### config.mk
export PLATFORM = sky130hd
export DESIGN_NAME = mcd_frame_decoder
export DESIGN_NICKNAME = d
export VERILOG_FILES = /design/src/mcd_crc3.v /design/src/mcd_resp_tx.v /design/src/mcd_frame_decoder.v
export VERILOG_INCLUDE_DIRS = /design/src
export SDC_FILE = /design/constraint.sdc
export NUM_CORES = 1
export LEC_CHECK = 0
export ABC_AREA = 1
export BUFFER_PORTS_ARGS = -buffer_cell sky130_fd_sc_hd__buf_2
export CAP_MARGIN = 25
export CORE_MARGIN = 10
export CORE_UTILIZATION = 43
export CTS_CLUSTER_DIAMETER = 30
export CTS_CLUSTER_SIZE = 14
export DETAILED_ROUTE_END_ITERATION = 10
export PLACE_DENSITY = 0.67
export REMOVE_ABC_BUFFERS = 1
export SYNTH_ARGS = -nofsm -noshare
export SYNTH_HDL_FRONTEND = slang
export SYNTH_SLANG_ARGS = --single-unit
### constraint.sdc
create_clock -name pclk -period 4 [get_ports pclk]
set_input_delay 0.2 -clock pclk [delete_from_list [all_inputs] [get_ports pclk]]
set_output_delay 0.2 -clock pclk [all_outputs]
set_load 0.005 [all_outputs]
### src/mcd_consts.vh
// Purpose: Shared constants of the Manchester command frame decoder
// Assumes: Included by every design file of the block
// Notes: Definitions only
`ifndef MCD_CONSTS_VH
`define MCD_CONSTS_VH

// ***************************************************************
// APB register map
// ***************************************************************
`define MCD_ADDR_CTRL 8'h00
`define MCD_ADDR_STATUS 8'h04
`define MCD_ADDR_PERIOD 8'h08
`define MCD_CTRL_RST 2'h0
`define MCD_CTRL_DIS_BIT 0
`define MCD_CTRL_SPI_BIT 1
`define MCD_ST_COMM_BIT 0
`define MCD_ST_BUSY_BIT 1
`define MCD_ST_AE_BIT 2
`define MCD_ST_OR_BIT 3
`define MCD_ST_CS_BIT 4
`define MCD_ST_SLOT_LO 5

// ***************************************************************
// Frame layout, bits counted after the sync bits
// ***************************************************************
`define MCD_LEN_READ 5'h0E
`define MCD_LEN_WRITE 5'h1E
`define MCD_CRC_BITS 5'h03
`define MCD_RD_TID_HI 12
`define MCD_RD_ADR_HI 8
`define MCD_WR_TID_HI 28
`define MCD_WR_ADR_HI 24
`define MCD_WR_DAT_HI 18
`define MCD_SPECIAL_ADDR 6'h3F
`define MCD_ACCESS_CODE 16'h62D2
`define MCD_CRC_INIT 3'h7

// ***************************************************************
// Response frame
// ***************************************************************
`define MCD_TX_PAYLOAD_BITS 5'h18
`define MCD_TX_LAST_IDX 5'h1A
`define MCD_TX_CRC_FIRST 5'h02
`define MCD_MIN_PERIOD 4

`endif

### src/mcd_crc3.v
// Purpose: Serial 3-bit CRC, polynomial x^3+x+1
// Assumes: Bits fed MSB first, one per enable
// Notes: Output read as C2 C1 C0
`include "mcd_consts.vh"
`timescale 1ns/1ps
`default_nettype none
module mcd_crc3 (
	// Clock and reset
	input wire clk,
	input wire rst_n,
	// Feed
	input wire clr,
	input wire en,
	input wire din,
	// Result
	output wire [2:0] crc
);
	reg [2:0] c_q;
	wire fb = c_q[2] ^ din;

	always @(posedge clk or negedge rst_n)
	begin
		if (!rst_n)
			c_q <= `MCD_CRC_INIT;
		else if (clr)
			c_q <= `MCD_CRC_INIT;
		else if (en)
			c_q <= {c_q[1], c_q[0] ^ fb, fb};
	end

	assign crc = c_q;
endmodule // mcd_crc3
`default_nettype wire

### src/mcd_resp_tx.v
// Purpose: Manchester read-response transmitter on an open-drain pin
// Assumes: half_per is at least one clock
// Notes: oe high pulls the line low; released line reads high
`include "mcd_consts.vh"
`timescale 1ns/1ps
`default_nettype none
module mcd_resp_tx #(
	parameter CNT_W = 16
) (
	// Clock and reset
	input wire clk,
	input wire rst_n,
	// Request
	input wire start,
	input wire [CNT_W-1:0] half_per,
	input wire [23:0] payload,
	// Line
	output wire busy,
	output wire oe
);
	reg busy_q;
	reg oe_q;
	reg half_q;
	reg bit_q;
	reg [4:0] idx_q;
	reg [CNT_W-1:0] tmr_q;
	reg [23:0] pl_q;
	wire [2:0] crc;
	wire [4:0] idx_nx = idx_q + 5'h01;
	wire half_end = busy_q && (tmr_q == half_per - {{(CNT_W-1){1'b0}}, 1'b1});
	wire bit_end = half_end && half_q;
	wire nbit;

	// Bit to send at a given index: payload first, then the CRC
	function sel_bit;
		input [4:0] idx;
		input [23:0] pl;
		input [2:0] c;
		begin
			if (idx < `MCD_TX_PAYLOAD_BITS)
				sel_bit = pl[5'h17 - idx];
			else
				sel_bit = c[2'h2 - idx[1:0]];
		end
	endfunction

	assign nbit = sel_bit(idx_nx, pl_q, crc);

	mcd_crc3 u_crc (
		.clk(clk),
		.rst_n(rst_n),
		.clr(start),
		.en(bit_end && idx_nx >= `MCD_TX_CRC_FIRST && idx_nx < `MCD_TX_PAYLOAD_BITS),
		.din(nbit),
		.crc(crc)
	);

	// ***************************************************************
	// Half-bit sequencer
	// ***************************************************************
	always @(posedge clk or negedge rst_n)
	begin
		if (!rst_n)
		begin
			busy_q <= 1'b0;
			oe_q <= 1'b0;
			half_q <= 1'b0;
			bit_q <= 1'b0;
			idx_q <= 5'h00;
			tmr_q <= {CNT_W{1'b0}};
			pl_q <= 24'h000000;
		end
		else if (start && !busy_q)
		begin
			busy_q <= 1'b1;
			pl_q <= payload;
			idx_q <= 5'h00;
			half_q <= 1'b0;
			tmr_q <= {CNT_W{1'b0}};
			bit_q <= payload[23];
			oe_q <= ~payload[23];
		end
		else if (busy_q)
		begin
			if (!half_end)
				tmr_q <= tmr_q + {{(CNT_W-1){1'b0}}, 1'b1};
			else
			begin
				tmr_q <= {CNT_W{1'b0}};
				if (!half_q)
				begin
					half_q <= 1'b1;
					oe_q <= bit_q;
				end
				else if (idx_q == `MCD_TX_LAST_IDX)
				begin
					busy_q <= 1'b0;
					oe_q <= 1'b0;
				end
				else
				begin
					half_q <= 1'b0;
					idx_q <= idx_nx;
					bit_q <= nbit;
					oe_q <= ~nbit;
				end
			end
		end
	end

	assign busy = busy_q;
	assign oe = oe_q;
endmodule // mcd_resp_tx
`default_nettype wire

### src/mcd_frame_decoder.v
// Purpose: Receiver, parser and addressing of Manchester command frames
// Assumes: supply_line_in is the digitised supply level, idle high
// Notes: Register contents come from reg_rdata one clock after reg_addr
//
// How it works
// - Falling mid-bit edge means one, rising means zero.
// - Frames start with two zero sync bits used to find timing.
// - After sync: read/write, 4-bit target mask, 6-bit address, write data.
// - Every command ends with a 3-bit CRC.
// - Target mask bit for our slot set selects this die.
// - All-zero target mask is a broadcast to every die.
// - Slot number is {MOSI strap, chip-select strap}.
// - Valid addressed read produces a read-response frame on the pulse pin.
// - Response ID is the slot, or zeros when broadcast flag set.
// - Broadcast flag set for all-zero mask or serial-peripheral mode.
// - Edge failure after sync sets abort flag and drops the frame.
// - Command completing while still responding sets overrun flag.
// - Earlier CRC failure sets the checksum error flag.
// - Nothing is acted upon before the access code.
// - Write to 111111 with 0x62D2 enters mode, any target.
// - Write to 111111 with other data leaves mode, any target.
// - Read address selects the register the response returns.
// - CRC x^3+x+1, preset 111, bits after sync, C2 first.
// - Error flags held until reported, then cleared.
// - Odd address read returns low byte only, upper byte zero.
// - Disable bit makes the die ignore all Manchester activity.
`include "mcd_consts.vh"
`timescale 1ns/1ps
`default_nettype none
module mcd_frame_decoder #(
	parameter CNT_W = 16
) (
	// APB
	input wire pclk,
	input wire presetn,
	input wire psel,
	input wire penable,
	input wire pwrite,
	input wire [7:0] paddr,
	input wire [31:0] pwdata,
	output wire [31:0] prdata,
	output wire pready,
	output wire pslverr,
	// Pins
	input wire supply_line_in,
	input wire chip_select_strap_pin,
	input wire mosi_strap_pin,
	output wire resp_pin_out,
	output wire resp_pin_oe,
	// Register bank
	output wire [5:0] reg_addr,
	output wire reg_wr_en,
	output wire [15:0] reg_wdata,
	input wire [15:0] reg_rdata,
	// Mode
	output wire manchester_mode
);
	localparam ST_IDLE = 3'h0;
	localparam ST_S0MID = 3'h1;
	localparam ST_S0END = 3'h2;
	localparam ST_S1MID = 3'h3;
	localparam ST_DATA = 3'h4;
	localparam [CNT_W-1:0] TMR_MAX = {CNT_W{1'b1}};
	localparam [CNT_W-1:0] TMR_ONE = {{(CNT_W-1){1'b0}}, 1'b1};

	// ***************************************************************
	// Pin synchronisers
	// ***************************************************************
	reg [2:0] pin_s1_q;
	reg [2:0] pin_s2_q;
	reg line_prev_q;

	always @(posedge pclk or negedge presetn)
	begin
		if (!presetn)
		begin
			pin_s1_q <= 3'h7;
			pin_s2_q <= 3'h7;
			line_prev_q <= 1'b1;
		end
		else
		begin
			pin_s1_q <= {mosi_strap_pin, chip_select_strap_pin, supply_line_in};
			pin_s2_q <= pin_s1_q;
			line_prev_q <= pin_s2_q[0];
		end
	end

	wire line_now = pin_s2_q[0];
	wire fall = line_prev_q & ~line_now;
	wire rise = ~line_prev_q & line_now;
	wire [1:0] slot = pin_s2_q[2:1];

	// ***************************************************************
	// Control registers and flags
	// ***************************************************************
	reg [1:0] ctrl_q;
	reg comm_q;
	reg ab_q;
	reg ov_q;
	reg ce_q;
	wire mdis = ctrl_q[`MCD_CTRL_DIS_BIT];
	wire spi_mode = ctrl_q[`MCD_CTRL_SPI_BIT];

	// Frame length after sync, decided by the read/write bit
	function [4:0] frame_len;
		input rw;
		begin
			frame_len = rw ? `MCD_LEN_READ : `MCD_LEN_WRITE;
		end
	endfunction

	// ***************************************************************
	// Receiver
	// ***************************************************************
	reg [2:0] rx_st_q;
	reg [CNT_W-1:0] tmr_q;
	reg [CNT_W-1:0] per_q;
	reg [4:0] nb_q;
	reg [29:0] sh_q;
	reg rw_q;
	reg bnd_q;
	reg done_q;
	reg ab_set_q;
	wire [2:0] rx_crc;

	wire [CNT_W-1:0] quarter = per_q >> 2;
	wire [CNT_W-1:0] win_lo = per_q - quarter;
	wire [CNT_W:0] win_hi = {1'b0, per_q} + {1'b0, quarter};
	wire in_data = (rx_st_q == ST_DATA);
	wire early = tmr_q < win_lo;
	wire mid_hit = in_data && (rise || fall) && !early;
	wire cur_rw = (nb_q == 5'h00) ? fall : rw_q;
	wire [4:0] cur_len = frame_len(cur_rw);
	wire crc_en = mid_hit && (nb_q < cur_len - `MCD_CRC_BITS);
	wire crc_clr = (rx_st_q == ST_S1MID) && rise;
	wire last_bit = mid_hit && (nb_q + 5'h01 == cur_len);
	wire [CNT_W-1:0] tmr_inc = (tmr_q == TMR_MAX) ? tmr_q : tmr_q + TMR_ONE;

	mcd_crc3 u_rx_crc (
		.clk(pclk),
		.rst_n(presetn),
		.clr(crc_clr),
		.en(crc_en),
		.din(fall),
		.crc(rx_crc)
	);

	always @(posedge pclk or negedge presetn)
	begin
		if (!presetn)
		begin
			rx_st_q <= ST_IDLE;
			tmr_q <= {CNT_W{1'b0}};
			per_q <= {CNT_W{1'b0}};
			nb_q <= 5'h00;
			sh_q <= 30'h00000000;
			rw_q <= 1'b0;
			bnd_q <= 1'b0;
			done_q <= 1'b0;
			ab_set_q <= 1'b0;
		end
		else
		begin
			done_q <= last_bit;
			ab_set_q <= 1'b0;
			tmr_q <= tmr_inc;
			if (mdis)
				rx_st_q <= ST_IDLE;
			else
			begin
				case (rx_st_q)
				ST_IDLE:
				begin
					tmr_q <= {CNT_W{1'b0}};
					if (fall)
						rx_st_q <= ST_S0MID;
				end
				ST_S0MID:
				begin
					if (rise)
						rx_st_q <= ST_S0END;
					else if (tmr_q == TMR_MAX)
						rx_st_q <= ST_IDLE;
				end
				ST_S0END:
				begin
					if (fall)
					begin
						per_q <= tmr_inc;
						tmr_q <= {CNT_W{1'b0}};
						if (tmr_inc < `MCD_MIN_PERIOD)
							rx_st_q <= ST_IDLE;
						else
							rx_st_q <= ST_S1MID;
					end
					else if (tmr_q == TMR_MAX)
						rx_st_q <= ST_IDLE;
				end
				ST_S1MID:
				begin
					if (rise)
					begin
						tmr_q <= {CNT_W{1'b0}};
						nb_q <= 5'h00;
						bnd_q <= 1'b0;
						if (tmr_q >= quarter && tmr_q < win_lo)
							rx_st_q <= ST_DATA;
						else
							rx_st_q <= ST_IDLE;
					end
					else if (tmr_q >= win_lo)
						rx_st_q <= ST_IDLE;
				end
				ST_DATA:
				begin
					if (rise || fall)
					begin
						if (early)
						begin
							bnd_q <= 1'b1;
							if (bnd_q)
							begin
								ab_set_q <= 1'b1;
								rx_st_q <= ST_IDLE;
							end
						end
						else
						begin
							sh_q <= {sh_q[28:0], fall};
							if (nb_q == 5'h00)
								rw_q <= fall;
							nb_q <= nb_q + 5'h01;
							tmr_q <= {CNT_W{1'b0}};
							bnd_q <= 1'b0;
							if (last_bit)
								rx_st_q <= ST_IDLE;
						end
					end
					else if ({1'b0, tmr_q} > win_hi)
					begin
						ab_set_q <= 1'b1;
						rx_st_q <= ST_IDLE;
					end
				end
				default:
					rx_st_q <= ST_IDLE;
				endcase
			end
		end
	end

	// ***************************************************************
	// Frame decode
	// ***************************************************************
	wire [3:0] tid = rw_q ? sh_q[`MCD_RD_TID_HI -: 4] : sh_q[`MCD_WR_TID_HI -: 4];
	wire [5:0] fadr = rw_q ? sh_q[`MCD_RD_ADR_HI -: 6] : sh_q[`MCD_WR_ADR_HI -: 6];
	wire [15:0] fdat = sh_q[`MCD_WR_DAT_HI -: 16];
	wire crc_ok = (sh_q[2:0] == rx_crc);
	wire bcast = (tid == 4'h0);
	wire selected = bcast || tid[slot];
	wire special = !rw_q && (fadr == `MCD_SPECIAL_ADDR);
	wire tx_busy;
	reg fetch_q;
	reg odd_q;
	reg bc_q;
	reg [5:0] radr_q;
	reg wr_q;
	reg [15:0] wdat_q;
	wire busy_any = tx_busy || fetch_q;
	wire take = done_q && !busy_any && crc_ok;
	wire ov_set = done_q && busy_any;
	wire ce_set = done_q && !busy_any && !crc_ok;

	always @(posedge pclk or negedge presetn)
	begin
		if (!presetn)
		begin
			comm_q <= 1'b0;
			fetch_q <= 1'b0;
			odd_q <= 1'b0;
			bc_q <= 1'b0;
			radr_q <= 6'h00;
			wr_q <= 1'b0;
			wdat_q <= 16'h0000;
			ab_q <= 1'b0;
			ov_q <= 1'b0;
			ce_q <= 1'b0;
		end
		else
		begin
			fetch_q <= 1'b0;
			wr_q <= 1'b0;
			// New errors win over the clear done when a response loads
			ab_q <= ab_set_q | (ab_q & ~fetch_q);
			ov_q <= ov_set | (ov_q & ~fetch_q);
			ce_q <= ce_set | (ce_q & ~fetch_q);
			if (take && special)
				comm_q <= (fdat == `MCD_ACCESS_CODE);
			else if (take && comm_q && selected)
			begin
				if (rw_q)
				begin
					radr_q <= {fadr[5:1], 1'b0};
					odd_q <= fadr[0];
					bc_q <= bcast || spi_mode;
					fetch_q <= 1'b1;
				end
				else
				begin
					radr_q <= fadr;
					wdat_q <= fdat;
					wr_q <= 1'b1;
				end
			end
		end
	end

	// ***************************************************************
	// Response
	// ***************************************************************
	wire [15:0] rdat = odd_q ? {8'h00, reg_rdata[7:0]} : reg_rdata;
	wire [1:0] rid = bc_q ? 2'h0 : slot;
	wire [23:0] payload = {2'h0, rid, bc_q, ab_q, ov_q, ce_q, rdat};
	wire [CNT_W-1:0] half_raw = per_q >> 1;
	wire [CNT_W-1:0] half_per = (half_raw == {CNT_W{1'b0}}) ? TMR_ONE : half_raw;
	wire tx_oe;
	reg oe_q;

	mcd_resp_tx #(
		.CNT_W(CNT_W)
	) u_tx (
		.clk(pclk),
		.rst_n(presetn),
		.start(fetch_q),
		.half_per(half_per),
		.payload(payload),
		.busy(tx_busy),
		.oe(tx_oe)
	);

	always @(posedge pclk or negedge presetn)
	begin
		if (!presetn)
			oe_q <= 1'b0;
		else
			oe_q <= tx_oe;
	end

	// ***************************************************************
	// APB slave
	// ***************************************************************
	reg [31:0] prdata_q;
	reg pready_q;
	reg pslverr_q;
	wire apb_done = psel && penable && pready_q;
	reg [31:0] rd_mux;
	reg rd_err;

	always @*
	begin
		rd_mux = 32'h00000000;
		rd_err = 1'b0;
		case (paddr)
		`MCD_ADDR_CTRL:
			rd_mux[1:0] = ctrl_q;
		`MCD_ADDR_STATUS:
		begin
			rd_mux[`MCD_ST_COMM_BIT] = comm_q;
			rd_mux[`MCD_ST_BUSY_BIT] = busy_any;
			rd_mux[`MCD_ST_AE_BIT] = ab_q;
			rd_mux[`MCD_ST_OR_BIT] = ov_q;
			rd_mux[`MCD_ST_CS_BIT] = ce_q;
			rd_mux[`MCD_ST_SLOT_LO +: 2] = slot;
		end
		`MCD_ADDR_PERIOD:
			rd_mux[CNT_W-1:0] = per_q;
		default:
			rd_err = 1'b1;
		endcase
	end

	always @(posedge pclk or negedge presetn)
	begin
		if (!presetn)
		begin
			ctrl_q <= `MCD_CTRL_RST;
			prdata_q <= 32'h00000000;
			pready_q <= 1'b0;
			pslverr_q <= 1'b0;
		end
		else
		begin
			pready_q <= psel && !penable;
			pslverr_q <= psel && !penable && rd_err;
			prdata_q <= (psel && !penable && !pwrite) ? rd_mux : 32'h00000000;
			if (apb_done && pwrite && paddr == `MCD_ADDR_CTRL)
				ctrl_q <= pwdata[1:0];
		end
	end

	// ***************************************************************
	// Outputs
	// ***************************************************************
	reg out_q;

	always @(posedge pclk or negedge presetn)
	begin
		if (!presetn)
			out_q <= 1'b0;
		else
			out_q <= 1'b0;
	end

	assign prdata = prdata_q;
	assign pready = pready_q;
	assign pslverr = pslverr_q;
	assign resp_pin_out = out_q;
	assign resp_pin_oe = oe_q;
	assign reg_addr = radr_q;
	assign reg_wr_en = wr_q;
	assign reg_wdata = wdat_q;
	assign manchester_mode = comm_q;
endmodule // mcd_frame_decoder
`default_nettype wire

==> results_dict.tcl, run 1 <==
set metrics [dict create \
    p_per_area_mw_per_mm2 331 \
    first_pass_iters 7 \
    period_minus_slack_ns 3.82 \
    path_class "reg2reg" \
    core_mm2 0.0271 \
    power_w 0.00460 \
    ir_drop_uv 225 \
    synth-seq-cells 184 \
    finalMaxSlewViolations 0 \
    synth_area_mm2 0.0119 \
    via_per_inst 5.14 \
    num_io_pins 124 \
    wl_per_cell_um 15.5 \
    slowest_stage "dfrtp_2" \
    hold_path.class "in2reg" \
    r2r-start "per_q[2]" \
    gp_congestion 0.908 \
    grt_pass1_vias 10700 \
    worst_pin_slew_ns 0.885 \
    synth-edff-count 0 \
    tns_ns 0 \
    layout_setup_ws_ns 0.183 \
    p_switching_w 0.00150 \
    cts.sinks 184 \
    cts.clk_slew.worst_paths_ns 0.08 \
    fmaxAchievable_mhz 262 \
    hp-start "pwdata[0]" \
    path_max_fanout 26 \
    syn_avg_cell_area_um2 7.64 \
    seq_power_share 0.433 \
    crit_top_cell "nand2_1" \
    internal_power_w 0.00310 \
    ys_async_sr_fraction 1.00 \
    arrival_ns 4.14 \
    drt_iter0_markers 747 \
    clk_root_buffer_cell "clkbuf_16" \
    period_share 0.954 \
    numPortBuffers 76 \
    critPathRequiredTime_ns 4.33 \
    fin_area_mm2 0.0139 \
    h-tree-depth 4 \
    ant_nets 0 \
    relSlewSlack 0.404 \
    ys_types 56 \
    std_cell_rows 60 \
    final_cell_mix "396 x nand2_1, 193 x inv_1, 169 x dfrtp_1" \
    antenna_found_initial 1 \
    clkLatencyLatePin_ns 0.45 \
    hold_viol_final 0 \
    run_status "complete, no violations" \
    critPathTopFamily "simple AND/OR/NAND/NOR gates" \
    drc 0 \
    cts_tree "done" \
    cap_violations 0 \
    swShare 0.326 \
    place_area_mm2 0.0129 \
    drt_wl_total_um 32200 \
    clockPowerShare 0.401 \
    die_h_um 186 \
    die_w_um 186 \
    cts_buffer_depth 2 \
    start_util 0.439 \
    overflow 0 \
    grt_start_max_net_pins 118 \
    critical_path_buf_inv_count 4 \
    areaGrowthSynthToFinish_pct 17.2 \
    finalSetupViolCount 0 \
    final_common_cell "nand2_1" \
    crit_start "per_q[2]" \
    clock-skew-final_ns 0.0186 \
    end_kind "flip-flop" \
    postSynthCellCount 1555 \
    antennaDiodeCount 0 \
    yosys_warnings 0 \
    ys.flop_type "dfrtp_1" \
    grt_pass1_wl_um 52700 \
    fp.dieArea_mm2 0.0347 \
    nets 1846 \
    place_ws_ns 0.0911 \
    crit_chain "ha_1 > inv_1 > fa_2 > a21oi_2 > o21bai_2 > a21oi_1 > o21bai_1 > a31oi_1 > xor2_1 > ha_1 > nand2_1 > nor4_2 > buf_4 > nand2_1 > nand2_2 > nand2_1 > nor2_4 > buf_4 > clkbuf_16 > o21ai_0" \
    leakagePower_nw 7.10 \
    seq_area_frac_synth 0.389 \
    critPathMaxStageDelay_ns 0.45 \
    start_kind "flip-flop" \
    cts_made_buffers 17 \
    grt.total_usage 0.188 \
    vias 10700 \
    hpwl_um 23900 \
    p_comb_frac 0.167 \
    fillers 2605 \
    layout-drive-gt1-share 0.135 \
]
[worst min-delay path: stages]
cell,delay (ns)
buf_2,0.08
nor2_1,0.03
a21oi_1,0.10
[power by group through the flow]
stage	logic (W)	registers, W	clock network, W
after floorplan	0.000492	0.00199	0
after global placement	0.000694	0.00203	0
after detailed placement	0.000716	0.00203	0
after CTS	0.000740	0.00199	0.00188
after global routing	0.000888	0.00200	0.00195
final	0.000767	0.00199	0.00185
[cells in the mapped netlist (3+ instances only)]
cell type	count	area, um^2
nor3_1	34	170
nand2_4	3	33.8
a21oi_1	64	320
nand2_1	397	1490
dfrtp_1	171	4280
nand3_2	3	30.0
dfstp_2	13	342
nor2_2	6	37.5
xor2_1	48	420
inv_1	193	724
o22ai_1	10	62.6
xnor2_1	16	140
o21ai_0	123	616
nor2_1	104	390
o21bai_1	8	60.1
clkbuf_1	21	78.8
o21ai_1	8	40.0
nor4_1	11	68.8
a21o_1	3	22.5
inv_2	4	15.0
buf_4	18	135
buf_2	11	55.1
nand3b_1	3	22.5
clkinv_1	6	22.5
a211oi_1	3	22.5
nand3_1	109	546
ha_1	88	1100
nand4_1	23	144
o211ai_1	6	45.0
nand2_2	7	43.8
nor2_4	6	67.6
a31oi_1	5	31.3
[layer usage]
metal / share of wire / global-route usage / wire, um / up-vias
li1: - / - / - / 5324
met1: 0.45 / 0.244 / 14600 / 5021
met2: 0.47 / 0.310 / 15200 / 290
met3: 0.051 / 0.0351 / 1630 / 41
met4: 0.021 / 0.0603 / 681 / 2
met5: 0.00028 / 0 / 9 / -
[cell families after synthesis]
kind of cell / count (synthesis) / synth area share
compound gates: 243 / 0.112
simple gates: 716 / 0.265
xor+xnor: 65 / 0.0491
flops: 184 / 0.389
other cells: 1 / 0.000315
buf+inv: 256 / 0.0895
fa+ha+maj: 90 / 0.0960
[through the flow]
stage	utilization	hold slack, ns	cells
floorplan	-	-0.0956	1518
detailed placement	0.477	0.314	2018
CTS	0.508	0.00259	2069
global route	0.514	0.0169	2077
finish	0.514	0.0137	2077
global placement	0.477	0.307	2018
[flip-flops by register name, indices dropped and copies added, names as in the netlist, 2 cells and up]
signal          cells
u_tx.tmr_q         16
u_rx_crc.crc        3
per_q              16
prdata             16
reg_addr            6
tmr_q              16
rx_st_q             3
nb_q                5
u_tx.idx_q          5
u_tx.u_crc.crc      3
reg_wdata          16
pin_s2_q            3
ctrl_q              2
sh_q               29
u_tx.pl_q          22
pin_s1_q            3
[what timing repair did]
item | CTS | global route
setup endpoints to repair | 0 | 58
setup buffers | 0 | 5
resized for setup | 0 | 16
hold buffers | 19 | 0
endpoints found under the hold margin | 127 | 0
[worst paths after layout]
path / depth (start not counted) / slack [ns] / end
setup / recovery: 20 / 0.18 / rw_q
max in group asynchronous: 3 / 2.99 / u_tx.u_crc.crc[2]
setup reg to reg: 20 / 0.18 / rw_q
min in group asynchronous: 2 / 0.26 / nb_q[2]
hold reg to reg: 0 / 0.36 / pin_s2_q[1]
hold / removal: 3 / 0.01 / ctrl_q[0]
[cell type report]
cell class | instances | area [um^2] | area share
clock buffers | 17 | 425 | 0.0305
clock inverters | 15 | 218 | 0.0156
well taps | 372 | 465 | 0.0334
flip-flops and latches | 184 | 4620 | 0.332
multi-input cells | 1131 | 6330 | 0.454
repair buffers | 155 | 1110 | 0.0797
inverters | 203 | 762 | 0.0547
(Power assumes the default switching activity.)
==> inputs of run 2 (changes only) <==
CORE_UTILIZATION = 45   (was 43)
PLACE_DENSITY = 0.69   (was 0.67)
==> run 2 against run 1 <==
Against the previous run:
- register-to-register slack is essentially flat
- first-iteration DRC count fell by 7.6%
- global-route usage is 0.093 points lower
- cell count fell by 2.2%
- core utilization increased by 1.6 points
- flip-flop and latch count is the same
- critical endpoint is now sh_q[27]
- highest routed layer unchanged
==> results_dict.tcl, run 2 (synthesis results as in run 1) <==
set metrics [dict create \
    run_status "complete, no violations" \
    wl_per_cell_um 15.6 \
    nets 1836 \
    critPathTopFamily "simple AND/OR/NAND/NOR gates" \
    top_regs "sh_q x29, u_tx.pl_q x22" \
    p_per_area_mw_per_mm2 331 \
    critical_path_buf_inv_count 4 \
    fp.dieArea_mm2 0.0333 \
    grt_pass1_vias 10400 \
    largest_register_ffs 29 \
    layout-drive-gt1-share 0.137 \
    final_common_cell "nand2_1" \
    fmaxAchievable_mhz 263 \
    numPortBuffers 76 \
    clock-skew-final_ns 0.0154 \
    swShare 0.325 \
    antenna_found_initial 3 \
    p_switching_w 0.00149 \
    slowest_stage "dfrtp_1" \
    via_per_inst 5.25 \
    fin_util 0.530 \
    num_io_pins 124 \
    p_comb_frac 0.166 \
    ir_drop_uv 270 \
    cts_buffer_depth 2 \
    cts_tree "done" \
    cts.sinks 184 \
    cts_made_buffers 17 \
    fillers 2431 \
    period_share 0.952 \
    clkLatencyLatePin_ns 0.45 \
    clk_root_buffer_cell "clkbuf_16" \
    internal_power_w 0.00309 \
    die_h_um 183 \
    arrival_ns 4.13 \
    ant_nets 0 \
    crit_top_cell "nand2_1" \
    final_cell_count_no_fill 2031 \
    areaGrowthSynthToFinish_pct 16.2 \
    grt_start_max_net_pins 128 \
    hold_viol_final 0 \
    cap_violations 0 \
    first_pass_iters 5 \
    leakagePower_nw 7.04 \
    seq_power_share 0.435 \
    final_cell_mix "395 x nand2_1, 191 x inv_1, 168 x dfrtp_1" \
    cts.clk_slew.worst_paths_ns 0.08 \
    seqCellArea_mm2 0.00462 \
    path_max_fanout 13 \
    placed_cells 1976 \
    place_area_mm2 0.0128 \
    h-tree-depth 4 \
    finalSetupViolCount 0 \
    hold_path.class "in2reg" \
    largest-register "sh_q" \
    finalMaxSlewViolations 0 \
    vias 10700 \
    relSlewSlack 0.440 \
    grt_pass1_wl_um 51600 \
    critPathRequiredTime_ns 4.33 \
    overflow 0 \
    worst_pin_slew_ns 0.833 \
    die_w_um 183 \
    crit_chain "inv_1 > ha_1 > inv_1 > fa_2 > a21oi_2 > o21bai_2 > a21oi_1 > o21bai_2 > a31oi_2 > xor2_1 > ha_1 > nand2_1 > nor4_2 > buf_4 > nand2_1 > nand2_2 > nand2_2 > nor2_4 > inv_2 > nand2_1 > o21ai_0" \
    hpwl_um 23400 \
    grt.total_usage 0.187 \
    multiInputGateArea_mm2 0.00636 \
    drt_iter0_markers 690 \
    clockPowerShare 0.399 \
    fin_area_mm2 0.0138 \
    path_class "reg2reg" \
    critPathMaxStageDelay_ns 0.39 \
    drt_wl_total_um 31600 \
    fin_hold_ws_ns 0.00398 \
    start_util 0.456 \
    end_kind "flip-flop" \
    drc 0 \
    core_mm2 0.0261 \
    std_cell_rows 59 \
    gp_congestion 0.906 \
    period_minus_slack_ns 3.81 \
    start_kind "flip-flop" \
]
## run 2: path summary, 6_finish.rpt
check / depth (start not counted) / to / from / slack [ns]
worst max register to register: 21 / sh_q[27] / per_q[0] / 0.19
worst min register to register: 0 / pin_s2_q[0] / pin_s1_q[0] / 0.36
max in group asynchronous: 4 / u_tx.u_crc.crc[0] / presetn / 2.67
worst min-delay path: 3 / u_tx.pl_q[11] / reg_rdata[11] / 0.004
min in group asynchronous: 2 / tmr_q[4] / presetn / 0.19
worst max-delay path: 21 / sh_q[27] / per_q[0] / 0.19
## run 2: power by group through the flow
stage	clock network (W)	registers [W]	logic, W
6_report	0.00183	0.00199	0.000761
5_1_grt	0.00192	0.00200	0.000883
4_1_cts	0.00185	0.00199	0.000749
3_5_place_dp	0	0.00203	0.000731
3_3_place_gp	0	0.00202	0.000707
2_1_floorplan	0	0.00199	0.000492
## run 2: routing by layer
layer  track usage  vias to the layer above  part of all wire
met3        0.0356                       54             0.055
met5             0                        -           0.00088
li1              -                     5298                 -
met1         0.241                     5015              0.44
met4        0.0625                        4             0.024
met2         0.307                      284              0.48
## run 2: cell type report
type                            count  share of cell area
Multi-Input combinational cell   1131               0.460
Sequential cell                   184               0.335
Timing Repair Buffer              145              0.0737
Inverter                          203              0.0552
Clock buffer                       17              0.0308
Tap cell                          335              0.0303
Clock inverter                     15              0.0150
Antenna cell                        1            0.000181
## run 2: timing repair
| action | 4_1_cts | 5_1_grt |
|---|---|---|
| setup buffers | 0 | 2 |
| setup endpoints to repair | 0 | 58 |
| resized for setup | 0 | 26 |
| hold endpoints to repair | 76 | 0 |
| hold buffers | 18 | 0 |
## run 2: worst register-to-register path, delay by kind of cell (launching register included)
family                   cells  cell delay [ns]
AND/OR/NAND/NOR              7             1.05
XOR/XNOR                     1             0.10
adder cells (fa/ha/maj)      3             0.81
AO/OA/AOI/OAI                6             0.83
buffers and inverters        4             0.54
flip-flops                   1             0.39
## run 2: per-stage QoR
step	setup slack (ns)	total power (W)	TNS [ns]
2_1_floorplan	-0.120	0.00249	-1.03
3_3_place_gp	0.219	0.00273	0
3_5_place_dp	0.0616	0.00276	0
4_1_cts	0.00324	0.00459	0
5_1_grt	-0.0194	0.00480	-0.0513
6_report	0.194	0.00458	0
==> inputs of run 3 (changes only) <==
PLACE_DENSITY = 0.67   (was 0.69)
clock period = 4.6 ns   (was 4 ns; I/O delays follow)
==> run 3 against run 2 <==
Against the previous run:
- cell count fell by 1.7%
- non-clock buffer count down 34
- clock skew grew 0.0042 ns
- core utilization shrank 1.5 points
- largest power group unchanged
==> results_dict.tcl, run 3 (synthesis results as in run 1) <==
set metrics [dict create \
    run_status "complete, no violations" \
    rr_endpoint "nb_q[4]" \
    ant_nets 0 \
    drc 0 \
    place_area_mm2 0.0127 \
    grt_start_max_net_pins 117 \
    largest_register_ffs 29 \
    finalSetupViolCount 0 \
    grt.total_usage 0.188 \
    relSlewSlack 0.348 \
    ir_drop_uv 270 \
    grt_setup_unrepaired "no" \
    placed_cells 1952 \
    drt_wl_total_um 31200 \
    cts_tree "done" \
    die_h_um 183 \
    fin_util 0.515 \
    hold_viol_final 0 \
    clock-skew-final_ns 0.0195 \
    first_pass_iters 5 \
    hpwl_um 23500 \
    fmaxAchievable_mhz 235 \
    numPortBuffers 76 \
    swShare 0.326 \
    via_per_inst 5.18 \
    hold_path_depth 3 \
    critPathRequiredTime_ns 4.90 \
    start_util 0.456 \
    largest-register "sh_q" \
    arrival_ns 4.56 \
    overflow 0 \
    clkLatencyLatePin_ns 0.45 \
    final_cell_mix "397 x nand2_1, 193 x inv_1, 170 x dfrtp_1" \
    clk_root_buffer_cell "clkbuf_16" \
    vias 10300 \
    p_switching_w 0.00128 \
    h-tree-depth 4 \
    drt_iter0_markers 763 \
    final_cell_count_no_fill 1997 \
    areaGrowthSynthToFinish_pct 12.9 \
    die_w_um 183 \
    r2r-start "per_q[7]" \
    p_per_area_mw_per_mm2 292 \
    end_kind "flip-flop" \
    final_common_cell "nand2_1" \
    p_comb_frac 0.155 \
    fp.dieArea_mm2 0.0333 \
    nets 1802 \
    core_mm2 0.0261 \
    grt_pass1_vias 10400 \
    cts_made_buffers 17 \
    seq_power_share 0.442 \
    min_to "u_tx.pl_q[15]" \
    worst_pin_slew_ns 0.978 \
    rrSetupSlack_ns 0.34 \
    cts.sinks 184 \
    path_class "reg2reg" \
    hold_path.class "in2reg" \
    tns_ns 0 \
    period_minus_slack_ns 4.26 \
    cts_buffer_depth 2 \
    num_io_pins 124 \
    post_cts_buffers 0 \
    leakagePower_nw 6.87 \
    finalMaxSlewViolations 0 \
    clockPowerShare 0.403 \
    gp_congestion 0.918 \
    wl_per_cell_um 15.6 \
    antenna_found_initial 1 \
    std_cell_rows 59 \
    grt_pass1_wl_um 51900 \
    layout-drive-gt1-share 0.110 \
    period_share 0.926 \
    fin_area_mm2 0.0134 \
    fin_hold_ws_ns 0.0171 \
    r2r_cells 21 \
    start_kind "flip-flop" \
    path_max_fanout 40 \
    cap_violations 0 \
    internal_power_w 0.00264 \
    top_regs "sh_q x29, u_tx.pl_q x22" \
    hp-start "reg_rdata[15]" \
    cts.clk_slew.worst_paths_ns 0.09 \
]
run 3: changes by cell type in the layout (fill, tap and decap cells not counted), moves of 3 or more:
cell           delta
buf_4            -25
ha_1              +3
a21oi_1           +3
a21oi_2           -3
dlygate4sd3_1     -6
run 3: worst max path at each step:
stage / start / to
2_1_floorplan: per_q[4] / sh_q[27]
3_3_place_gp: per_q[4] / sh_q[27]
3_5_place_dp: per_q[4] / sh_q[27]
4_1_cts: per_q[4] / sh_q[27]
5_1_grt: per_q[7] / sh_q[27]
6_report: per_q[7] / nb_q[4]
run 3: power by group through the flow:
stage               Combinational [W]  Sequential (W)  Clock (W)
floorplan                    0.000428         0.00173          0
global placement             0.000570         0.00176          0
global route                 0.000719         0.00174    0.00167
detailed placement           0.000588         0.00176          0
finish                       0.000606         0.00173    0.00158
CTS                          0.000606         0.00173    0.00161
run 3: cell type report:
| cell class | instances | area [um^2] |
|---|---|---|
| Fill cell | 2570 | 12600 |
| Clock inverter | 15 | 205 |
| Clock buffer | 17 | 425 |
| Multi-Input combinational cell | 1131 | 6270 |
| Sequential cell | 184 | 4620 |
| Tap cell | 335 | 419 |
| Timing Repair Buffer | 111 | 707 |
| Inverter | 203 | 762 |
| Antenna cell | 1 | 2.50 |
run 3: timing repair:
| action | 4_1_cts | 5_1_grt |
|---|---|---|
| endpoints found under the setup margin | 0 | 6 |
| hold buffers | 12 | 0 |
| gates resized for setup | 0 | 2 |
| hold endpoints to repair | 109 | 0 |
run 3: worst max-delay path: stages, from the launching register on:
cell and delay, ns:
dfrtp_1 0.48, inv_1 0.20, ha_1 0.45, nand2_1 0.08
a21oi_1 0.13, a211oi_1 0.06, o21ai_1 0.16, a21boi_1 0.14
o21ai_1 0.25, nand3_1 0.11, nand2_1 0.09, xor2_1 0.20
ha_1 0.27, a21oi_1 0.14, o21ai_0 0.10, nor2_1 0.32
nand2_1 0.23, nand2_1 0.19, nor2_4 0.05, buf_12 0.16
inv_2 0.19, o22ai_1 0.10
run 3: stage by stage:
| stage | total power (W) | worst slack (ns) |
|---|---|---|
| floorplan | 0.00216 | 0.480 |
| finish | 0.00392 | 0.339 |
| detailed placement | 0.00235 | 0.382 |
| global route | 0.00413 | 0.0167 |
| global placement | 0.00233 | 0.475 |
| CTS | 0.00395 | 0.346 |
run 3: routing by layer:
layer,vias up,wire [um],global-route usage
met4,0,635,0.0530
met1,4856,14700,0.247
met5,-,0,0
met3,35,1320,0.0356
li1,5225,-,-
met2,221,14600,0.310
